$ cat config.mk
export PLATFORM = sky130hd
export DESIGN_NAME = ibc_glue
export DESIGN_NICKNAME = d
export VERILOG_FILES = /design/src/hw/ibc_pkg.sv /design/src/hw/ibc_glue.sv
export SDC_FILE = /design/constraint.sdc
export NUM_CORES = 1
export LEC_CHECK = 0
export BUFFER_PORTS_ARGS = -buffer_cell sky130_fd_sc_hd__buf_2
export CAP_MARGIN = 40
export CORE_MARGIN = 2
export CORE_UTILIZATION = 35
export DETAILED_ROUTE_END_ITERATION = 16
export PLACE_DENSITY = 0.66
export SETUP_SLACK_MARGIN = 0.3
export SYNTH_ARGS = -nofsm -noshare
export SYNTH_HDL_FRONTEND = slang
export SYNTH_SLANG_ARGS = --single-unit
$ cat constraint.sdc
create_clock -name mclk -period 3.61 [get_ports mclk]
set_input_delay 0.9025 -clock mclk [delete_from_list [all_inputs] [get_ports mclk]]
set_output_delay 0.9025 -clock mclk [all_outputs]
set_load 0.005 [all_outputs]
$ cat src/hw/ibc_pkg.sv
// constants and types shared by the instrument bus card glue
package ibc_pkg;
  // host i/o channel decode
  localparam logic [9:0] LOW_PATTERN = 10'h2e1;
  localparam int BASE_LSB = 13;
  localparam int BASE_W = 2;
  localparam int REG_LSB = 10;
  localparam int REG_W = 3;
  localparam int CSEL_BIT = 15;
  localparam logic [15:0] SPECIAL_BASE = 16'h02f0;
  localparam int SPECIAL_LSB = 3;
  localparam logic [2:0] DMA_REG = 3'h0;
  localparam logic [7:0] CLOCK_SPACE_DATA = 8'hff;
  // engine facts and throughput targets
  localparam int ENG_REGS = 21;
  localparam int CLK_HZ = 50_000_000;
  localparam int PIO_RATE_BPS = 20_000;
  localparam int DMA_RATE_BPS = 300_000;
  localparam int CYC_PER_DMA_BYTE = CLK_HZ / DMA_RATE_BPS;
  // apb register offsets
  localparam logic [7:0] CFG_OFF = 8'h00;
  localparam logic [7:0] CTRL_OFF = 8'h04;
  localparam logic [7:0] STAT_OFF = 8'h08;
  // cfg fields
  localparam int CFG_BASE_LSB = 0;
  localparam int CFG_DMA_LSB = 2;
  localparam int CFG_IRQ_LSB = 4;
  localparam logic [1:0] BASE_RST = 2'h0;
  localparam logic [1:0] DMA_RST = 2'h1;
  localparam logic [2:0] IRQ_RST = 3'h0;
  localparam logic [2:0] IRQ_MIN = 3'h2;
  // ctrl fields
  localparam int CTRL_IRQEN_BIT = 0;
  localparam int CTRL_DMAEN_BIT = 1;
  // stat fields
  localparam int STAT_DONE_BIT = 0;
  localparam int STAT_IRQ_BIT = 1;
  localparam int STAT_EMPTY_BIT = 2;
  localparam int STAT_FULL_BIT = 3;
  localparam int STAT_POLL_BIT = 4;
  localparam int FIFO_DEPTH = 8;

  typedef enum logic [2:0] {
    ST_IDLE = 3'b001,
    ST_WR = 3'b010,
    ST_RD = 3'b100
  } ibc_state_e;

  typedef struct packed {
    logic [2:0] regSel;
    logic [7:0] data;
  } ibc_wr_s;

  typedef struct packed {
    logic [2:0] irqLine;
    logic [1:0] dmaChan;
    logic [1:0] baseSel;
  } ibc_cfg_s;
endpackage

$ cat src/hw/ibc_glue.sv
// host channel glue: decode, data routing, irq and dma arbitration
// Functional notes
// - four switch bases, lowest is default
// - low ten lines fixed, top bits base
// - middle bits pick register, one bit chip
// - eight scattered ports reach engine registers
// - claim 02f0-02f7 for interrupt status
// - clock space stays claimed though unfitted
// - decode hit enables engine read/write
// - data buffered on bidirectional internal bus
// - engine irq passes only when enabled
// - track dma enable, detect last transfer
// - dma on channel 1-3 or none
// - irq on line 2-7 or none
// - open collector drivers during parallel poll
// - engine holds twenty-one program registers
// - pio 20k/s, dma 300k/s sustained

////////////////////////////////////////////////////////////////////////
// write buffer fifo
module ibc_fifo #(
  parameter int WIDTH = 11,
  parameter int DEPTH = 8
) (
  input wire logic mclk,
  input wire logic sys_rst,
  input wire logic inValid,
  output logic inReady,
  input wire logic [WIDTH-1:0] inData,
  output logic outValid,
  input wire logic outReady,
  output logic [WIDTH-1:0] outData
);
  localparam int AW = $clog2(DEPTH);
  logic [WIDTH-1:0] mem [DEPTH];
  logic [AW-1:0] wrPtr;
  logic [AW-1:0] rdPtr;
  logic [AW:0] count;
  logic push;
  logic pop;

  assign inReady = count != (AW + 1)'(DEPTH);
  assign outValid = count != '0;
  assign outData = mem[rdPtr];
  assign push = inValid & inReady;
  assign pop = outValid & outReady;

  always_ff @(posedge mclk) begin
    if (push) begin
      mem[wrPtr] <= inData;
    end
  end

  always_ff @(posedge mclk) begin
    if (sys_rst) begin
      wrPtr <= '0;
    end else if (push) begin
      wrPtr <= (wrPtr == AW'(DEPTH - 1)) ? '0 : wrPtr + 1'b1;
    end
  end

  always_ff @(posedge mclk) begin
    if (sys_rst) begin
      rdPtr <= '0;
    end else if (pop) begin
      rdPtr <= (rdPtr == AW'(DEPTH - 1)) ? '0 : rdPtr + 1'b1;
    end
  end

  always_ff @(posedge mclk) begin
    if (sys_rst) begin
      count <= '0;
    end else if (push && !pop) begin
      count <= count + 1'b1;
    end else if (pop && !push) begin
      count <= count - 1'b1;
    end
  end
endmodule

////////////////////////////////////////////////////////////////////////
// top level glue
module ibc_glue #(
  parameter int FIFO_DEPTH = ibc_pkg::FIFO_DEPTH
) (
  input wire logic mclk,
  input wire logic sys_rst,
  // apb configuration port
  input wire logic psel,
  input wire logic penable,
  input wire logic pwrite,
  input wire logic [7:0] paddr,
  input wire logic [31:0] pwdata,
  output logic [31:0] prdata,
  output logic pready,
  output logic pslverr,
  // host i/o channel
  input wire logic [15:0] ioAddr,
  input wire logic ioRd,
  input wire logic ioWr,
  input wire logic [7:0] ioDin,
  output logic [7:0] ioDout,
  output logic ioDoe,
  output logic ioRdy,
  output logic [7:0] hostIrq,
  output logic [3:0] hostDrq,
  input wire logic [3:0] hostDack,
  input wire logic hostTc,
  // bus_protocol_engine side
  output logic engCs,
  output logic engRd,
  output logic engWr,
  output logic [2:0] engAddr,
  output logic [7:0] engDout,
  output logic engDoe,
  input wire logic [7:0] engDin,
  input wire logic engRdy,
  input wire logic engIrq,
  input wire logic engDmaReq,
  output logic engDmaAck,
  input wire logic engPollActive,
  output logic clkCs,
  output logic drvOpenCollector
);
  ibc_pkg::ibc_cfg_s cfg;
  ibc_pkg::ibc_state_e state;
  ibc_pkg::ibc_wr_s wrIn;
  ibc_pkg::ibc_wr_s wrOut;
  logic irqEnable;
  logic dmaEnable;
  logic dmaDone;
  logic ackDone;
  logic rdHold;
  logic lowMatch;
  logic baseMatch;
  logic hitEng;
  logic hitClk;
  logic hitSpec;
  logic dmaCycle;
  logic engAccess;
  logic strobe;
  logic wrAck;
  logic fastAck;
  logic fastRead;
  logic engReadStart;
  logic fifoInReady;
  logic fifoOutValid;
  logic fifoPop;
  logic apbWrite;
  logic apbRead;
  logic tcSeen;
  logic [7:0] specData;
  logic [2:0] regSel;

  //////////////////////////////////////////////////////////////////////
  // address decode
  assign lowMatch = ioAddr[9:0] == ibc_pkg::LOW_PATTERN;
  assign baseMatch = ioAddr[ibc_pkg::BASE_LSB +: ibc_pkg::BASE_W]
    == cfg.baseSel;
  assign hitEng = lowMatch & baseMatch
    & !ioAddr[ibc_pkg::CSEL_BIT];
  assign hitClk = lowMatch & baseMatch
    & ioAddr[ibc_pkg::CSEL_BIT];
  assign hitSpec = ioAddr[15:ibc_pkg::SPECIAL_LSB]
    == ibc_pkg::SPECIAL_BASE[15:ibc_pkg::SPECIAL_LSB];
  assign dmaCycle = dmaEnable && cfg.dmaChan != 2'h0
    && hostDack[cfg.dmaChan];
  assign engAccess = hitEng | dmaCycle;
  assign regSel = dmaCycle ? ibc_pkg::DMA_REG
    : ioAddr[ibc_pkg::REG_LSB +: ibc_pkg::REG_W];
  assign strobe = (ioRd | ioWr) & !ackDone;
  assign clkCs = hitClk & (ioRd | ioWr);

  //////////////////////////////////////////////////////////////////////
  // host handshake
  assign wrIn.regSel = regSel;
  assign wrIn.data = ioDin;
  assign wrAck = strobe & ioWr & engAccess & fifoInReady;
  assign fastAck = strobe & ioWr & !engAccess & (hitClk | hitSpec);
  assign fastRead = strobe & ioRd & !rdHold & !engAccess
    & (hitClk | hitSpec);
  assign engReadStart = strobe & ioRd & engAccess & !rdHold
    & state == ibc_pkg::ST_IDLE & !fifoOutValid;
  assign ioRdy = wrAck | fastAck | (rdHold & !ackDone);
  assign ioDoe = rdHold;

  always_ff @(posedge mclk) begin
    if (sys_rst) begin
      ackDone <= 1'b0;
    end else if (ioRdy) begin
      ackDone <= 1'b1;
    end else if (!ioRd && !ioWr) begin
      ackDone <= 1'b0;
    end
  end

  assign specData = {3'h0, engPollActive, dmaDone, dmaEnable,
    irqEnable, engIrq};

  always_ff @(posedge mclk) begin
    if (sys_rst) begin
      ioDout <= 8'h00;
      rdHold <= 1'b0;
    end else if (state == ibc_pkg::ST_RD && engRdy) begin
      ioDout <= engDin;
      rdHold <= 1'b1;
    end else if (fastRead) begin
      ioDout <= hitSpec ? specData : ibc_pkg::CLOCK_SPACE_DATA;
      rdHold <= 1'b1;
    end else if (!ioRd) begin
      rdHold <= 1'b0;
    end
  end

  //////////////////////////////////////////////////////////////////////
  // write buffer, drained by the engine sequencer
  ibc_fifo #(
    .WIDTH($bits(ibc_pkg::ibc_wr_s)),
    .DEPTH(FIFO_DEPTH)
  ) u_fifo (
    .mclk(mclk),
    .sys_rst(sys_rst),
    .inValid(wrAck),
    .inReady(fifoInReady),
    .inData(wrIn),
    .outValid(fifoOutValid),
    .outReady(fifoPop),
    .outData(wrOut)
  );

  assign fifoPop = state == ibc_pkg::ST_IDLE & fifoOutValid;

  //////////////////////////////////////////////////////////////////////
  // engine bus sequencer
  always_ff @(posedge mclk) begin
    if (sys_rst) begin
      state <= ibc_pkg::ST_IDLE;
    end else begin
      case (state)
        ibc_pkg::ST_IDLE: begin
          if (fifoOutValid) begin
            state <= ibc_pkg::ST_WR;
          end else if (engReadStart) begin
            state <= ibc_pkg::ST_RD;
          end
        end
        ibc_pkg::ST_WR, ibc_pkg::ST_RD: begin
          if (engRdy) begin
            state <= ibc_pkg::ST_IDLE;
          end
        end
        default: state <= ibc_pkg::ST_IDLE;
      endcase
    end
  end

  always_ff @(posedge mclk) begin
    if (sys_rst) begin
      engAddr <= 3'h0;
      engDout <= 8'h00;
    end else if (fifoPop) begin
      engAddr <= wrOut.regSel;
      engDout <= wrOut.data;
    end else if (engReadStart) begin
      engAddr <= regSel;
    end
  end

  assign engWr = state == ibc_pkg::ST_WR;
  assign engRd = state == ibc_pkg::ST_RD;
  assign engDoe = engWr;
  assign engCs = engWr | engRd;

  //////////////////////////////////////////////////////////////////////
  // interrupt and dma routing, poll driver mode
  always_comb begin
    hostIrq = 8'h00;
    if (irqEnable && engIrq && cfg.irqLine >= ibc_pkg::IRQ_MIN) begin
      hostIrq[cfg.irqLine] = 1'b1;
    end
  end

  always_comb begin
    hostDrq = 4'h0;
    if (dmaEnable && engDmaReq && cfg.dmaChan != 2'h0) begin
      hostDrq[cfg.dmaChan] = 1'b1;
    end
  end

  assign engDmaAck = dmaCycle;
  assign tcSeen = dmaCycle & hostTc & ioRdy;
  assign drvOpenCollector = engPollActive;

  //////////////////////////////////////////////////////////////////////
  // apb slave
  assign pready = 1'b1;
  assign apbWrite = psel & penable & pwrite;
  assign apbRead = psel & !pwrite;
  assign pslverr = psel & penable & paddr != ibc_pkg::CFG_OFF
    & paddr != ibc_pkg::CTRL_OFF & paddr != ibc_pkg::STAT_OFF;

  always_ff @(posedge mclk) begin
    if (sys_rst) begin
      cfg.baseSel <= ibc_pkg::BASE_RST;
      cfg.dmaChan <= ibc_pkg::DMA_RST;
      cfg.irqLine <= ibc_pkg::IRQ_RST;
    end else if (apbWrite && paddr == ibc_pkg::CFG_OFF) begin
      cfg.baseSel <= pwdata[ibc_pkg::CFG_BASE_LSB +: 2];
      cfg.dmaChan <= pwdata[ibc_pkg::CFG_DMA_LSB +: 2];
      cfg.irqLine <= pwdata[ibc_pkg::CFG_IRQ_LSB +: 3];
    end
  end

  always_ff @(posedge mclk) begin
    if (sys_rst) begin
      irqEnable <= 1'b0;
    end else if (apbWrite && paddr == ibc_pkg::CTRL_OFF) begin
      irqEnable <= pwdata[ibc_pkg::CTRL_IRQEN_BIT];
    end
  end

  always_ff @(posedge mclk) begin
    if (sys_rst) begin
      dmaEnable <= 1'b0;
    end else if (tcSeen) begin
      dmaEnable <= 1'b0;
    end else if (apbWrite && paddr == ibc_pkg::CTRL_OFF) begin
      dmaEnable <= pwdata[ibc_pkg::CTRL_DMAEN_BIT];
    end
  end

  always_ff @(posedge mclk) begin
    if (sys_rst) begin
      dmaDone <= 1'b0;
    end else if (tcSeen) begin
      dmaDone <= 1'b1;
    end else if (apbWrite && paddr == ibc_pkg::STAT_OFF
                 && pwdata[ibc_pkg::STAT_DONE_BIT]) begin
      dmaDone <= 1'b0;
    end
  end

  always_comb begin
    prdata = 32'h0000_0000;
    if (apbRead) begin
      case (paddr)
        ibc_pkg::CFG_OFF: prdata[6:0] = cfg;
        ibc_pkg::CTRL_OFF: begin
          prdata[ibc_pkg::CTRL_IRQEN_BIT] = irqEnable;
          prdata[ibc_pkg::CTRL_DMAEN_BIT] = dmaEnable;
        end
        ibc_pkg::STAT_OFF: begin
          prdata[ibc_pkg::STAT_DONE_BIT] = dmaDone;
          prdata[ibc_pkg::STAT_IRQ_BIT] = engIrq;
          prdata[ibc_pkg::STAT_EMPTY_BIT] = !fifoOutValid;
          prdata[ibc_pkg::STAT_FULL_BIT] = !fifoInReady;
          prdata[ibc_pkg::STAT_POLL_BIT] = engPollActive;
        end
        default: prdata = 32'h0000_0000;
      endcase
    end
  end
endmodule

==> reports/summary.txt <==
NetSw - 1.28 mW
Post-CTS Hold Buffers - 0
Arr. time, crit path - 2.37 ns
Filler cells - 1571
GRT Util Overall - 16.4%
Setup TNS after final layout - 0 ns
Distinct cells, synth - 57
CTS root buf - clkbuf_16
Pwr dens - 599 mW/mm^2
Worst Path Required - 2.71 ns
Fmax - 0.306 GHz
CTS buffer count - 17
Sequential Area - 0.00358 mm^2
Syn Area/Cell - 12.9 um^2
Grt total ovfl - 0
Critical R2R Capture - u_fifo.count[3]
Height of the chip - 135 um
Busiest grt layer - met2
Hold Vio Cnt, Final - 0
# clock sinks - 135
Clock share of power - 35.3%
Area after DPL - 0.00678 mm^2
GR Util met1 - 20.1%
Hold Path Depth - 2
Wire per inst - 17.5 um
Vias per cell - 5.07
Design Area, Final - 0.00747 mm^2
DIE AREA - 0.0183 mm^2
Clock Path Buffers - 2
Seq/Total Area, Yosys - 59.4%
Met3 Usage GRT - 4.56%
RSZ-0062 raised after global routing - yes
Area occupied by multi-input gates - 0.00229 mm^2
Sw frac - 28.6%
Status - finished clean
CP endpoint kind - output port
FF-to-FF setup slack - 0.57 ns
Combinational power share - 22.9%
Peak supply drop - 0.627 mV
Seq pwr share - 41.8%
Final Hold Slack - 0.459 ns
Min-delay src - engAddr[0]
Layout cell share with drive strength beyond 1 - 33.7%
Pin count of the biggest net entering global routing - 35
First-pass GRT wire length - 22400 um
Core Rows - 48
Area delta synth->final - 23.8%
Core area - 0.0171 mm^2
Post-Synthesis Cells - 468
Routed Antenna Nets - 0
Warnings from Yosys - 0
Met2 usage - 27.6%
Reg2Reg Depth - 13
Number of antenna violations at the first check in global routing - 0
Hold path endpoint - engAddr[0]
Chip width - 135 um
Dpl hpwl - 10100 um
Ant. Diodes - 0
Drt total wl - 14700 um
Final setup viols - 0
Total power - 4.47 mW
Final #Nets - 697
Leak pwr - 2.84 nW
Min Clock Period, post-route - 3.27 ns
Final Skew - 0.0114 ns
Critical path class - in2out
R2r startpoint - u_fifo.count[1]
Cell area after synthesis - 0.00603 mm^2
Worst setup SP type - primary input
Routability cong. - 0.858
Initial DRC count - 199
Ys async rst share - 0%
MaxCap Viol Count - 0
IO Port Bufs - 106
Post-synth EDFFs - 88
Critical path fanouts, max - 5
Fin. max-slew vios - 0
DRC viols - 0
Seq cells post-synth - 135
Hold Path Class - reg2reg
Internal power - 3.19 mW
Clk pin slew, worst setup/hold paths - 0.05 ns
Worst-margin pin slew - 0.843 ns
Ports - 162
Number of global-route vias before repair - 4208
Max H-tree Level - 4
DR pass1 iterations - 5
Top_reg_cell synth - edfxtp_1
Clk_lat worst skew - 0.42 ns
Final worst-path cycle share - 90.6%
Initial Utilization - 35.4%
CTS tree - built
Routed via count - 4257
Relative slew slack - 43.7%
logic make-up (layout without fill, tap and decap cells):
| logic type | Yosys count | in the layout | share of synthesized area (%) |
|---|---|---|---|
| flops | 135 | 135 | 59.4 |
| fa+ha+maj | 8 | 8 | 1.78 |
| buf+inv | 54 | 173 | 5.47 |
| simple gates | 150 | 150 | 12.8 |
| xor+xnor | 5 | 5 | 0.726 |
| compound gates | 68 | 68 | 7.48 |
| other cells | 2 | 29 | 0.124 |
| mux | 46 | 46 | 12.2 |
worst max path at each step:
| stage | start | endpoint | slack, ns | depth (start not counted) |
|---|---|---|---|---|
| after global routing | ioAddr[4] | u_fifo.count[3] | 0.28 | 15 |
| final | ioAddr[4] | ioRdy | 0.34 | 7 |
| after global placement | ioAddr[4] | u_fifo.count[3] | 0.10 | 14 |
| after floorplan | ioAddr[9] | u_fifo.count[3] | 0.31 | 14 |
| after detailed placement | ioAddr[4] | u_fifo.count[3] | 0.03 | 14 |
| after CTS | ioAddr[4] | ioRdy | 0.30 | 7 |
power by group through the flow:
| stage | logic (mW) | registers [mW] | clock network, mW |
|---|---|---|---|
| finish | 1.02 | 1.87 | 1.58 |
| global route | 1.14 | 1.89 | 1.69 |
| CTS | 1.03 | 1.87 | 1.61 |
| detailed placement | 1.03 | 1.90 | 0 |
| global placement | 0.965 | 1.91 | 0 |
| floorplan | 0.749 | 1.85 | 0 |
critical path: stages:
cell and delay, ns:
buf_2 0.13, nor4b_4 0.29, nand3_2 0.13, o31a_4 0.38
mux2i_2 0.24, o22ai_2 0.14, buf_2 0.15
cells in the mapped netlist, types with 4 or more instances:
cell type,n,area [um^2]
clkbuf_1,11,41.3
nor3_1,10,50.1
nand2b_1,6,37.5
and3_1,7,43.8
inv_1,7,26.3
buf_4,31,233
o22ai_1,4,25.0
mux4_2,22,495
and2_1,6,37.5
ha_1,7,87.6
nand2_1,41,154
nor2_1,37,139
a21oi_1,30,150
dfxtp_1,47,941
nand3_1,13,65.1
o21ai_0,6,30.0
mux2i_1,23,230
a211oi_1,8,60.1
xnor2_1,4,35.0
edfxtp_1,88,2640
cells in the final DEF, fill, tap and decap left out, drive strengths merged, types with 2 or more instances in the layout:
| cell | n |
|---|---|
| inv | 7 |
| o21ai | 6 |
| nor2b | 3 |
| xnor2 | 4 |
| o211ai | 3 |
| o221ai | 3 |
| nor4 | 2 |
| nor2 | 38 |
| or2 | 2 |
| mux2i | 23 |
| or4 | 2 |
| o22ai | 4 |
| nor3b | 3 |
| o221a | 2 |
| nand3 | 14 |
| clkbuf | 20 |
| nand2b | 6 |
| buf | 133 |
| conb | 29 |
| mux4 | 22 |
| a22oi | 2 |
| a211oi | 8 |
| and2 | 6 |
| dfxtp | 47 |
| clkinvlp | 4 |
| ha | 7 |
| a21o | 3 |
| edfxtp | 88 |
| and3 | 7 |
| or3 | 4 |
| clkinv | 8 |
| nor3 | 11 |
| nor4b | 5 |
| or4b | 2 |
| nand2 | 41 |
| a21oi | 31 |
per-layer routing:
| layer | part of all wire [%] | vias up | wire length (um) |
|---|---|---|---|
| li1 | - | 1968 | - |
| met1 | 41 | 2087 | 6030 |
| met2 | 49 | 183 | 7230 |
| met3 | 7.6 | 19 | 1110 |
| met4 | 1.9 | 0 | 272 |
| met5 | 0 | - | 0 |
area by class of cell:
class | instances | share of cell area [%]
clock buffers | 20 | 5.85
clock inverters | 12 | 1.44
inverters | 8 | 0.402
multi-input cells | 306 | 30.6
flip-flops and latches | 135 | 48.0
well taps | 225 | 3.77
repair buffers | 133 | 9.92
metrics by stage:
stage                     instances  setup WS (ns)  utilization [%]
after floorplan                 495          0.308                -
after global placement          795          0.105             39.7
after detailed placement        796         0.0271             39.8
after CTS                       833          0.299             43.3
after global routing            839          0.282             43.8
final                           839          0.339             43.8
repair_timing:
action                                  4_1_cts  5_1_grt
buffers inserted                              5        6
pin swaps                                     1        2
endpoints found under the setup margin        2        6
gates resized for setup                       3        8
flip-flops by register name (all words and copies together), names as in the netlist, 4 cells and up, named ones only:
name,cells
engDout,8
ioDout,8
u_fifo.mem,88
u_fifo.count,4
cfg,7
(Power assumes the default switching activity.)
